**src/hdl/subtract_with_borrow_pkg.sv**
```systemverilog
// package: opcodes, flag positions and reset values of the subtract unit
package borrow_pkg;

	// ------------------------------------------------------------
	// opcode encodings
	// ------------------------------------------------------------
	localparam logic [4:0] OPC_REG_HI   = 5'h13;   // 1001_1rrr
	localparam logic [7:0] OPC_DIRECT   = 8'h95;   // 1001_0101
	localparam logic [7:0] OPC_INDIRECT = 8'h96;   // 1001_011i, i dropped
	localparam logic [7:0] OPC_IMM      = 8'h94;   // 1001_0100

	// ------------------------------------------------------------
	// status word layout and reset values
	// ------------------------------------------------------------
	localparam int BORROW_BIT = 7;
	localparam int AUX_BIT    = 6;
	localparam int RANGE_BIT  = 2;
	localparam logic [7:0] ACC_RST = 8'h00;
	localparam logic [7:0] PSW_RST = 8'h00;
	localparam logic [7:0] DADDR_RST = 8'h00;
	localparam int NIB_MSB    = 3;
	localparam int SIGN_LOW   = 6;

	// ------------------------------------------------------------
	// operand source of the current instruction
	// ------------------------------------------------------------
	typedef enum logic [1:0] {
		SRC_BANK,
		SRC_DIRECT,
		SRC_INDIRECT,
		SRC_IMM
	} src_mode_t;

endpackage

```
**src/hdl/subtract_borrow_alu.sv**
```systemverilog
// subtract-with-borrow datapath slice: accumulator and status update
// Notes on behaviour
// - accumulator takes acc minus source minus borrow
// - borrow flag set on bit seven borrow
// - auxiliary carry set on bit three borrow
// - range flag is bit six xor seven borrow
// - source from bank, direct, indirect or immediate
// - register form: one byte, low bits pick register
// - direct form: two bytes, second byte addresses
`timescale 1ns/1ps
module subtract_borrow_alu
(
	// clock and reset
	input  wire logic              i_mclk,
	input  wire logic              i_rst_b,
	// decoder side
	input  wire logic              i_exec,
	input  wire logic [7:0]        i_opcode,
	input  wire logic [7:0]        i_second_byte,
	// operand fetch side
	input  wire logic [7:0]        i_bank_regs [8],
	input  wire logic [7:0]        i_direct_data,
	input  wire logic [7:0]        i_indirect_data,
	// software writes of the status word
	input  wire logic              i_psw_we,
	input  wire logic [7:0]        i_psw_wdata,
	// results
	output logic [7:0]             o_acc,
	output logic [7:0]             o_psw,
	output logic                   o_done,
	output logic [7:0]             o_direct_addr,
	output borrow_pkg::src_mode_t  o_src_mode
);
	import borrow_pkg::*;

	// ------------------------------------------------------------
	// elaboration checks
	// ------------------------------------------------------------
	// the three flags must sit on distinct bits of the status word
	if (BORROW_BIT == AUX_BIT || BORROW_BIT == RANGE_BIT
		|| AUX_BIT == RANGE_BIT || BORROW_BIT > 7 || AUX_BIT > 7
		|| RANGE_BIT > 7)
	begin : g_flag_clash
		$error("status flag positions clash or leave the word");
	end

	// borrow taps are sized for the nibble and the sign bit below
	if (NIB_MSB != 3 || SIGN_LOW != 6)
	begin : g_tap_size
		$error("borrow tap positions do not fit the tap widths");
	end

	// ------------------------------------------------------------
	// state
	// ------------------------------------------------------------
	typedef struct packed {
		logic [7:0] acc;
		logic [7:0] psw;
		logic       done;
		logic [7:0] daddr;
		src_mode_t  mode;
	} state_t;

	state_t st_q;
	state_t st_d;
	logic       hit;
	src_mode_t  mode;
	logic [7:0] src;
	logic [4:0] lo_diff;
	logic [7:0] lo7_diff;
	logic [8:0] full_diff;

	// ------------------------------------------------------------
	// decode and operand select
	// ------------------------------------------------------------
	always_comb
	begin
		hit  = 1'b1;
		mode = SRC_BANK;
		src  = i_bank_regs[i_opcode[2:0]];
		if (i_opcode[7:3] == OPC_REG_HI)
			mode = SRC_BANK;
		else if (i_opcode == OPC_DIRECT)
		begin
			mode = SRC_DIRECT;
			src  = i_direct_data;
		end
		else if ({i_opcode[7:1], 1'b0} == OPC_INDIRECT)
		begin
			mode = SRC_INDIRECT;
			src  = i_indirect_data;
		end
		else if (i_opcode == OPC_IMM)
		begin
			mode = SRC_IMM;
			src  = i_second_byte;
		end
		else
			hit = 1'b0;
	end

	// borrow chain pieces at bits three, six and seven
	assign lo_diff   = {1'b0, o_acc[NIB_MSB:0]}
		- {1'b0, src[NIB_MSB:0]} - {4'h0, o_psw[BORROW_BIT]};
	assign lo7_diff  = {1'b0, o_acc[SIGN_LOW:0]}
		- {1'b0, src[SIGN_LOW:0]} - {7'h00, o_psw[BORROW_BIT]};
	assign full_diff = {1'b0, o_acc} - {1'b0, src}
		- {8'h00, o_psw[BORROW_BIT]};

	// ------------------------------------------------------------
	// next state
	// ------------------------------------------------------------
	always_comb
	begin
		st_d      = st_q;
		st_d.done = 1'b0;
		if (i_psw_we)
			st_d.psw = i_psw_wdata;
		// a status write in the same cycle loses to the subtract
		if (i_exec && hit)
		begin
			st_d.acc  = full_diff[7:0];
			st_d.psw  = o_psw;
			st_d.psw[BORROW_BIT] = full_diff[8];
			st_d.psw[AUX_BIT]    = lo_diff[4];
			st_d.psw[RANGE_BIT]  = full_diff[8] ^ lo7_diff[7];
			st_d.done  = 1'b1;
			st_d.mode  = mode;
			st_d.daddr = (mode == SRC_DIRECT) ? i_second_byte
				: st_q.daddr;
		end
	end

	// register the state
	always_ff @(posedge i_mclk)
	begin
		if (!i_rst_b)
			st_q <= '{acc: ACC_RST, psw: PSW_RST, done: 1'b0,
				daddr: DADDR_RST, mode: SRC_BANK};
		else
			st_q <= st_d;
	end

	assign o_acc         = st_q.acc;
	assign o_psw         = st_q.psw;
	assign o_done        = st_q.done;
	assign o_direct_addr = st_q.daddr;
	assign o_src_mode    = st_q.mode;
endmodule // subtract_borrow_alu

```
**config.mk**
```make
export PLATFORM = sky130hd
export DESIGN_NAME = subtract_borrow_alu
export DESIGN_NICKNAME = d
export VERILOG_FILES = /design/src/hdl/subtract_with_borrow_pkg.sv /design/src/hdl/subtract_borrow_alu.sv
export SDC_FILE = /design/constraint.sdc
export NUM_CORES = 1
export LEC_CHECK = 0
export BUFFER_PORTS_ARGS = -buffer_cell sky130_fd_sc_hd__buf_2
export CELL_PAD_IN_SITES_DETAIL_PLACEMENT = 1
export CELL_PAD_IN_SITES_GLOBAL_PLACEMENT = 2
export CORE_MARGIN = 2
export CORE_UTILIZATION = 26
export CTS_CLUSTER_DIAMETER = 40
export DETAILED_ROUTE_END_ITERATION = 7
export PLACE_DENSITY = 0.89
export SLEW_MARGIN = 25
export SYNTH_ARGS = -nofsm -noshare
export SYNTH_HDL_FRONTEND = slang
export SYNTH_SLANG_ARGS = --single-unit
```
**constraint.sdc**
```tcl
create_clock -name i_mclk -period 13.7 [get_ports i_mclk]
set_input_delay 4.11 -clock i_mclk [delete_from_list [all_inputs] [get_ports i_mclk]]
set_output_delay 4.11 -clock i_mclk [all_outputs]
set_load 0.03 [all_outputs]
```
==> results of run 1 <==
[metrics by stage]
step	setup WS, ps	utilization (%)	hold slack, ps	total power (uW)
floorplan	6120	-	587	158
global route	5210	34.9	511	255
CTS	5440	34.9	485	240
finish	5530	34.9	480	237
global placement	5260	34.4	453	187
detailed placement	5170	34.4	471	191
[worst max-delay path by stage]
stage	startpoint	endpoint	slack [ps]	cells past startpoint
detailed placement	i_opcode[0]	o_psw[2]	5170	14
finish	i_opcode[0]	o_psw[2]	5530	14
global route	i_opcode[0]	o_psw[2]	5210	14
floorplan	i_opcode[1]	o_psw[2]	6120	14
CTS	i_opcode[0]	o_psw[2]	5440	14
global placement	i_opcode[0]	o_psw[2]	5260	14
[routing by layer]
layer  wire (um)  up-vias  global-route usage [%]
li1            -     1182                       -
met1        3320     1171                    18.6
met2        4230       61                    31.6
met3         369        8                    2.79
met4          76        0                    1.69
met5           0        -                       0
[power breakdown]
part / total [uW] / internal, uW / leakage, uW / switching, uW
registers: 81.7 / 80.4 / 0.000219 / 1.23
logic: 107 / 53.0 / 0.00135 / 53.6
clock network: 48.3 / 20.5 / 0.0000255 / 27.8
[kinds of logic (layout without fill, tap and decap cells)]
logic type,after synthesis,after routing,share of synthesized area (%)
adder cells (fa/ha/maj),16,16,9.00
XOR/XNOR,6,6,2.77
AO/OA/AOI/OAI,55,55,15.1
multiplexers,41,41,25.0
AND/OR/NAND/NOR,81,81,19.1
buffers and inverters,35,156,6.43
flip-flops,27,27,22.6
[sequential cells by signal (all words and copies together) (netlist names)]
name and count:
o_acc 8, o_direct_addr 8, o_psw 8, o_src_mode 2, o_done 1
[synthesized netlist by cell type (3+ instances only)]
cell type  count
and2_1         4
mux2i_1       26
dfxtp_1       27
a21oi_1       16
a211oi_1       5
buf_2          6
o21ai_0       11
ha_1          14
nand2b_1       4
nor2_1         9
clkbuf_1       6
nor2b_1       11
nand3_1        9
inv_1         18
nand2_1       24
xnor2_1        4
nor3_1         3
a21boi_0       8
o211a_1        3
mux4_2        15
[area by class of cell]
cell class / instances / share of cell area, %
tap: 111 / 4.39
multi-input combinational: 199 / 53.7
clock inverter: 1 / 0.158
sequential: 27 / 17.1
inverter: 18 / 2.14
clock buffer: 3 / 1.31
timing repair buffer: 134 / 21.2
[critical path, delay by kind of cell]
family,cells,cell delay (ps)
and+or+nand+nor,5,1180
AOI/OAI and AO/OA,2,370
muxes,2,800
buffers and inverters,1,620
xor gates and xnor gates,1,200
adders and majority gates,3,1050
==> metrics.txt, run 1 <==
Post CTS Setup Buffer Count 0; Via-to-Cell Ratio 4.91; Register-to-Register Path Depth 11; Critical Path RT 13870 ps; first-pass GRT wire length 12.8 mm; Cells on Worst Hold Path 2; sequential cell area fraction in the yosys report 22.6%; share of Yosys cell area claimed by the top area cell type 22.6%; layout cells sized above 1 42.1%; Layout Skew 16.5 ps; initial antenna violation count 0; Core Area 9060 um^2; Residual DRC 0; Final period util 59.6%; Pre-Repair DR Iteration Count 4; via count 2422; Post-CTS Resized 0; syn_area_per_cell 9.17 um^2; largest net degree at the start of global routing 38; CP peak stage delay 620 ps; Nets 507; Final setup violation count 0; Placed Instances 489; number of buffers created by CTS 3; DIE AREA 9980 um^2; Gate Count Post-Synth 261; Die Y 99.9 um; # IOs 135; cell taking the most area after synthesis dfxtp_1; Site Rows 35; FMAX 0.122 GHz; CP max FO 28; Placement Cell Area 3120 um^2; EDFF count, synth 0; Register Area 541 um^2; Netlist cell types 49; yosys warns 0; I/O Buffers 134; Hold EP o_psw[5]; status finished clean; Clk pin slew, worst setup/hold paths 90 ps; Critical Path AT 8340 ps; Non-Filler Instances 493; total routed wirelength 8.00 mm; Root Buffer clkbuf_8; Slowest cell on crit path buf_2; Die X 99.9 um; crit path capture type flop; CP Cell Sequence buf_2 > mux4_2 > mux2i_1 > nor2_1 > a21oi_1 > fa_1 > ha_1 > or2_2 > fa_1 > nor3b_1 > or3_1 > and4_4 > xnor3_1 > o211a_1; starting DRC count in detailed routing 49; Reg2Reg Launch Point o_psw[7]; vias in the first global route 2601; max capacitance violation total 0; Slew HR 43.3%; n_diodes 0; Tightest Pin Transition 851 ps; highest-count cells in the layout ignoring fill and taps buf_2 (134), dfxtp_1 (27), mux2i_1 (26), nand2_1 (24), inv_1 (18); worst min-delay path startpoint o_psw[5]; Pleak 0.00159 uW; TritonCTS Sinks 27; CP Launch Type input pin; critical path class input pin to flop; remaining global-route overflow 0; hold-fix buffers at CTS 0; Synth async-reset ratio 0%; antenna viol nets, final 0; Fin. Hold Viols 0; area grow syn2layout 32.2%; FF+latch count, synth 27; gp weighted congestion 0.842; Slew Viols, Final 0; Initial Util 26.4%; worst skew pair latency 290 ps; Reg-to-Reg End o_psw[2]; synthesized area 2390 um^2; area occupied by multi-input gates 1700 um^2; drt wl/cell 16.2 um; HP Class flop to flop; total global-route track usage 16.0%; most common cell after layout, fill and taps aside buf_2; R2R Setup Slk 10480 ps; Most common cell on crit path fa_1; min Tclk post-route 8170 ps; Post-DP HPWL 6.63 mm; RSZ-0062 raised after global routing false; top post-synthesis cells by area dfxtp_1 (23%), mux4_2 (14%), mux2i_1 (11%); peak supply drop 0.0370 mV; clk buf depth 2; fin area 3160 um^2; Filler Cell Count 1091; CTS H-tree depth 1; commonest register cell after synthesis dfxtp_1; TritonCTS clock tree built; pwr dens 74.8 nW/um^2; setup TNS 0 ps; syn_nets 385
Power figures use the tool's default switching activity.
==> run 2, diff against run 1 <==
Settings changed: CORE_UTILIZATION 26 to 22, PLACE_DENSITY 0.89 to 0.81.
Clock period 13.7 ns to 6.9 ns, I/O delays scaled along.
==> metrics.txt, run 2 (synthesis results as in run 1) <==
status finished clean; Slowest cell on crit path mux4_2; pwr dens 147 nW/um^2; Crit path max-delay family simple AND/OR/NAND/NOR gates; Layout Skew 5.32 ps; peak supply drop 0.0662 mV; DIE AREA 11700 um^2; Post-DP HPWL 6.82 mm; setup TNS 0 ps; Die Y 108 um; drt wl/cell 15.9 um; Final period util 84.3%; Clock Power Share 20.5%; Net Sw Frac 34.8%; Site Rows 38; hold-fix buffers at CTS 0; Clk pin slew, worst setup/hold paths 100 ps; Setup crit start i_opcode[0]; Reg2Reg Launch Point o_psw[7]; register share of total power 34.4%; Via-to-Cell Ratio 4.61; vias in the first global route 2577; clk buf depth 2; Most common cell on crit path fa_1; critical path class input pin to flop; internal power 307 uW; Post-CTS Resized 0; initial antenna violation count 0; Filler Cell Count 1330; Pre-Repair DR Iteration Count 4; TritonCTS Sinks 27; Tightest Pin Transition 823 ps; CP bufs+invs 1; gp weighted congestion 0.839; final hold slack 469 ps; I/O Buffers 134; RSZ-0062 raised after global routing false; max capacitance violation total 0; number of buffers created by CTS 3; Critical Path RT 7080 ps; Core Area 10700 um^2; most common cell after layout, fill and taps aside buf_2; Die X 108 um; Pleak 0.00160 uW; CP max FO 14; first-pass GRT wire length 13.1 mm; # IOs 135; crit path capture type flop; highest-count cells in the layout ignoring fill and taps buf_2 (134), dfxtp_1 (27), mux2i_1 (26), nand2_1 (24), inv_1 (18); worst slack, placed 746 ps; CTS H-tree depth 1; largest net degree at the start of global routing 28; via count 2417; CP Launch Type input pin; Slew Viols, Final 0; CP peak stage delay 560 ps; remaining global-route overflow 0; HP Class flop to flop; antenna viol nets, final 0; Slew HR 45.1%; total global-route track usage 14.4%; total power 471 uW; Logic pwr share 45.1%; layout cells sized above 1 42.2%; starting DRC count in detailed routing 95; Critical Path AT 6000 ps; Fin. Hold Viols 0; area grow syn2layout 34.3%; Net Sw Power 164 uW; worst skew pair latency 280 ps; Final setup violation count 0; min Tclk post-route 5810 ps; FMAX 0.172 GHz; n_diodes 0; Residual DRC 0; worst min-delay path startpoint o_psw[3]; Nets 509; Initial Util 22.3%; CP Cell Sequence buf_2 > mux4_2 > mux2i_1 > nor2_1 > a21oi_1 > fa_1 > ha_1 > or2_2 > fa_1 > nor3b_1 > or3_1 > and4_4 > xnor3_1 > o211a_1; Post CTS Setup Buffer Count 0; PnR worst setup slack 1090 ps; TritonCTS clock tree built; total routed wirelength 8.34 mm; Root Buffer clkbuf_8
==> run 2: changes by cell type in the layout (fill, tap and decap cells not counted) <==
| cell | change |
|---|---|
| buf_4 | +2 |
| clkinv_2 | -1 |
| clkbuf_1 | +1 |
==> run 2: worst min-delay path, cell delays in order (launching register included) <==
cell and delay [ps]:
dfxtp_1 320, nand2_1 50, a21boi_0 60
==> run 2: final timing paths <==
kind                   end  slack [ps]  cells after the start
setup / recovery  o_psw[2]        1090                     14
hold / removal    o_psw[3]         470                      2
setup reg to reg  o_psw[2]        3660                     11
hold reg to reg   o_psw[3]         470                      2
==> run 2: power by group through the flow <==
stage | logic (uW) | registers (uW) | clock network (uW)
6_report | 212 | 162 | 96.4
5_1_grt | 239 | 163 | 108
4_1_cts | 214 | 162 | 103
3_5_place_dp | 214 | 166 | 0
3_3_place_gp | 209 | 166 | 0
2_1_floorplan | 140 | 173 | 0
==> run 2: layout make-up <==
class | instances | area [um^2] | share of cell area [%]
multi-input cells | 199 | 1700 | 52.9
flip-flops and latches | 27 | 541 | 16.8
inverters | 18 | 67.6 | 2.10
repair buffers | 136 | 686 | 21.3
clock buffers | 4 | 45.0 | 1.40
well taps | 140 | 175 | 5.45
==> run 2: routing by layer <==
layer / vias to the layer above / global-route usage [%] / part of all wire, %
met4: 0 / 3.85 / 1.7
met1: 1147 / 17.5 / 44
met5: - / 0 / 0
met3: 15 / 2.89 / 4.4
li1: 1195 / - / -
met2: 60 / 25.7 / 50
==> run 2: stage by stage <==
step | util [%] | std cells | instance area (um^2)
CTS | 29.9 | 524 | 3210
finish | 29.9 | 524 | 3210
floorplan | - | 261 | 2390
global placement | 29.5 | 520 | 3170
global route | 29.9 | 524 | 3210
detailed placement | 29.5 | 520 | 3170
==> run 3, diff against run 2 <==
Clock period 6.9 ns to 4.66 ns, I/O delays scaled along.
==> metrics.txt, run 3 (synthesis results as in run 1) <==
Reg2Reg Launch Point o_psw[7]; number of buffers created by CTS 3; Core Area 10700 um^2; Crit path max-delay family adder cells; Critical Path RT 4840 ps; drt wl/cell 15.8 um; I/O Buffers 134; Tightest Pin Transition 753 ps; gp weighted congestion 0.773; starting DRC count in detailed routing 75; Post-DP HPWL 7.33 mm; remaining global-route overflow 0; pwr dens 219 nW/um^2; Layout Skew 11.9 ps; min Tclk post-route 4520 ps; peak supply drop 0.117 mV; Site Rows 38; status finished clean; n_diodes 0; CP Cell Sequence buf_8 > mux4_2 > mux2i_2 > nor2_1 > a21oi_2 > fa_1 > ha_2 > or2_4 > fa_2 > nor3b_4 > or3_1 > and4_4 > xnor3_1 > o211a_1; CP peak stage delay 500 ps; Placed Instances 546; critical path class input pin to flop; initial antenna violation count 0; # IOs 135; Die Y 108 um; CP Launch Type input pin; Pre-Repair DR Iteration Count 6; HP Class flop to flop; Die X 108 um; DIE AREA 11700 um^2; Nets 536; Non-Filler Instances 551; Slew HR 49.8%; Setup crit start i_opcode[0]; Filler Cell Count 1338; Slowest cell on crit path mux4_2; layout cells sized above 1 47.9%; hold-fix buffers at CTS 0; Fin. Hold Viols 0; CP max FO 4; TritonCTS clock tree built; CP bufs+invs 1; Root Buffer clkbuf_8; Pleak 0.00173 uW; total routed wirelength 8.69 mm; max capacitance violation total 0; Initial Util 22.3%; most common cell after layout, fill and taps aside buf_2; TritonCTS Sinks 27; Final setup violation count 0; worst min-delay path startpoint o_psw[5]; Slew Viols, Final 0; antenna viol nets, final 0; via count 2510; worst skew pair latency 280 ps; FMAX 0.221 GHz; total global-route track usage 14.8%; Via-to-Cell Ratio 4.56; area grow syn2layout 44.8%; Residual DRC 0; clk buf depth 2; CTS H-tree depth 1; first-pass GRT wire length 13.6 mm; Critical Path AT 4700 ps; Clk pin slew, worst setup/hold paths 100 ps; highest-count cells in the layout ignoring fill and taps buf_2 (133), buf_4 (28), dfxtp_1 (27), mux2i_1 (25), nand2_1 (24); PnR worst setup slack 141 ps; worst slack, placed -312 ps; vias in the first global route 2748; crit path capture type flop; Final period util 97.0%; final core utilization 32.2%; largest net degree at the start of global routing 28
[run 3: stage by stage]
stage | instance area (um^2) | power [uW] | TNS, ps | hold slack [ps]
4_1_cts | 3430 | 763 | 0 | 475
6_report | 3460 | 759 | 0 | 467
3_5_place_dp | 3370 | 609 | -1130 | 461
2_1_floorplan | 2420 | 467 | 0 | 587
5_1_grt | 3460 | 816 | -0.651 | 508
3_3_place_gp | 3370 | 597 | -726 | 451
[run 3: where the power goes]
group | total, uW | internal (uW) | switching (uW) | leakage (uW)
Combinational | 376 | 200 | 176 | 0.00149
Sequential | 240 | 236 | 3.62 | 0.000219
Clock | 143 | 60.2 | 82.3 | 0.0000255
[run 3: worst register-to-register path, cell delays in order (launching register included)]
cell     delay, ps
dfxtp_1        340
inv_1           90
fa_1           540
inv_1           60
ha_1           190
or2_4          230
fa_2           370
nor3b_4        250
or3_1          150
and4_4         220
xnor3_1        200
o211a_1        210
[run 3: final timing paths]
path	to	slack (ps)	cells after the start
worst min register to register	o_psw[5]	470	2
worst min-delay path	o_psw[5]	470	2
worst max-delay path	o_psw[2]	140	14
worst max register to register	o_psw[2]	1720	11
[run 3: cell type report]
type / count / area (um^2) / area share (%)
multi-input cells: 199 / 1730 / 50.0
repair buffers: 163 / 902 / 26.0
flip-flops and latches: 27 / 541 / 15.6
well taps: 140 / 175 / 5.06
inverters: 18 / 67.6 / 1.95
clock buffers: 3 / 41.3 / 1.19
clock inverters: 1 / 5.00 / 0.144
[run 3: layer usage]
layer  vias to the layer above  track usage (%)  wire (um)
met5                         -                0          0
met4                         0             1.19         27
met3                         2             2.65        418
met2                        54             29.1       4640
met1                      1213             17.2       3610
li1                       1241                -          -
[run 3: what timing repair did]
item,4_1_cts,5_1_grt
pin swaps,0,5
gates resized for setup,3,7
endpoints found under the setup margin,1,4
buffers inserted,0,1
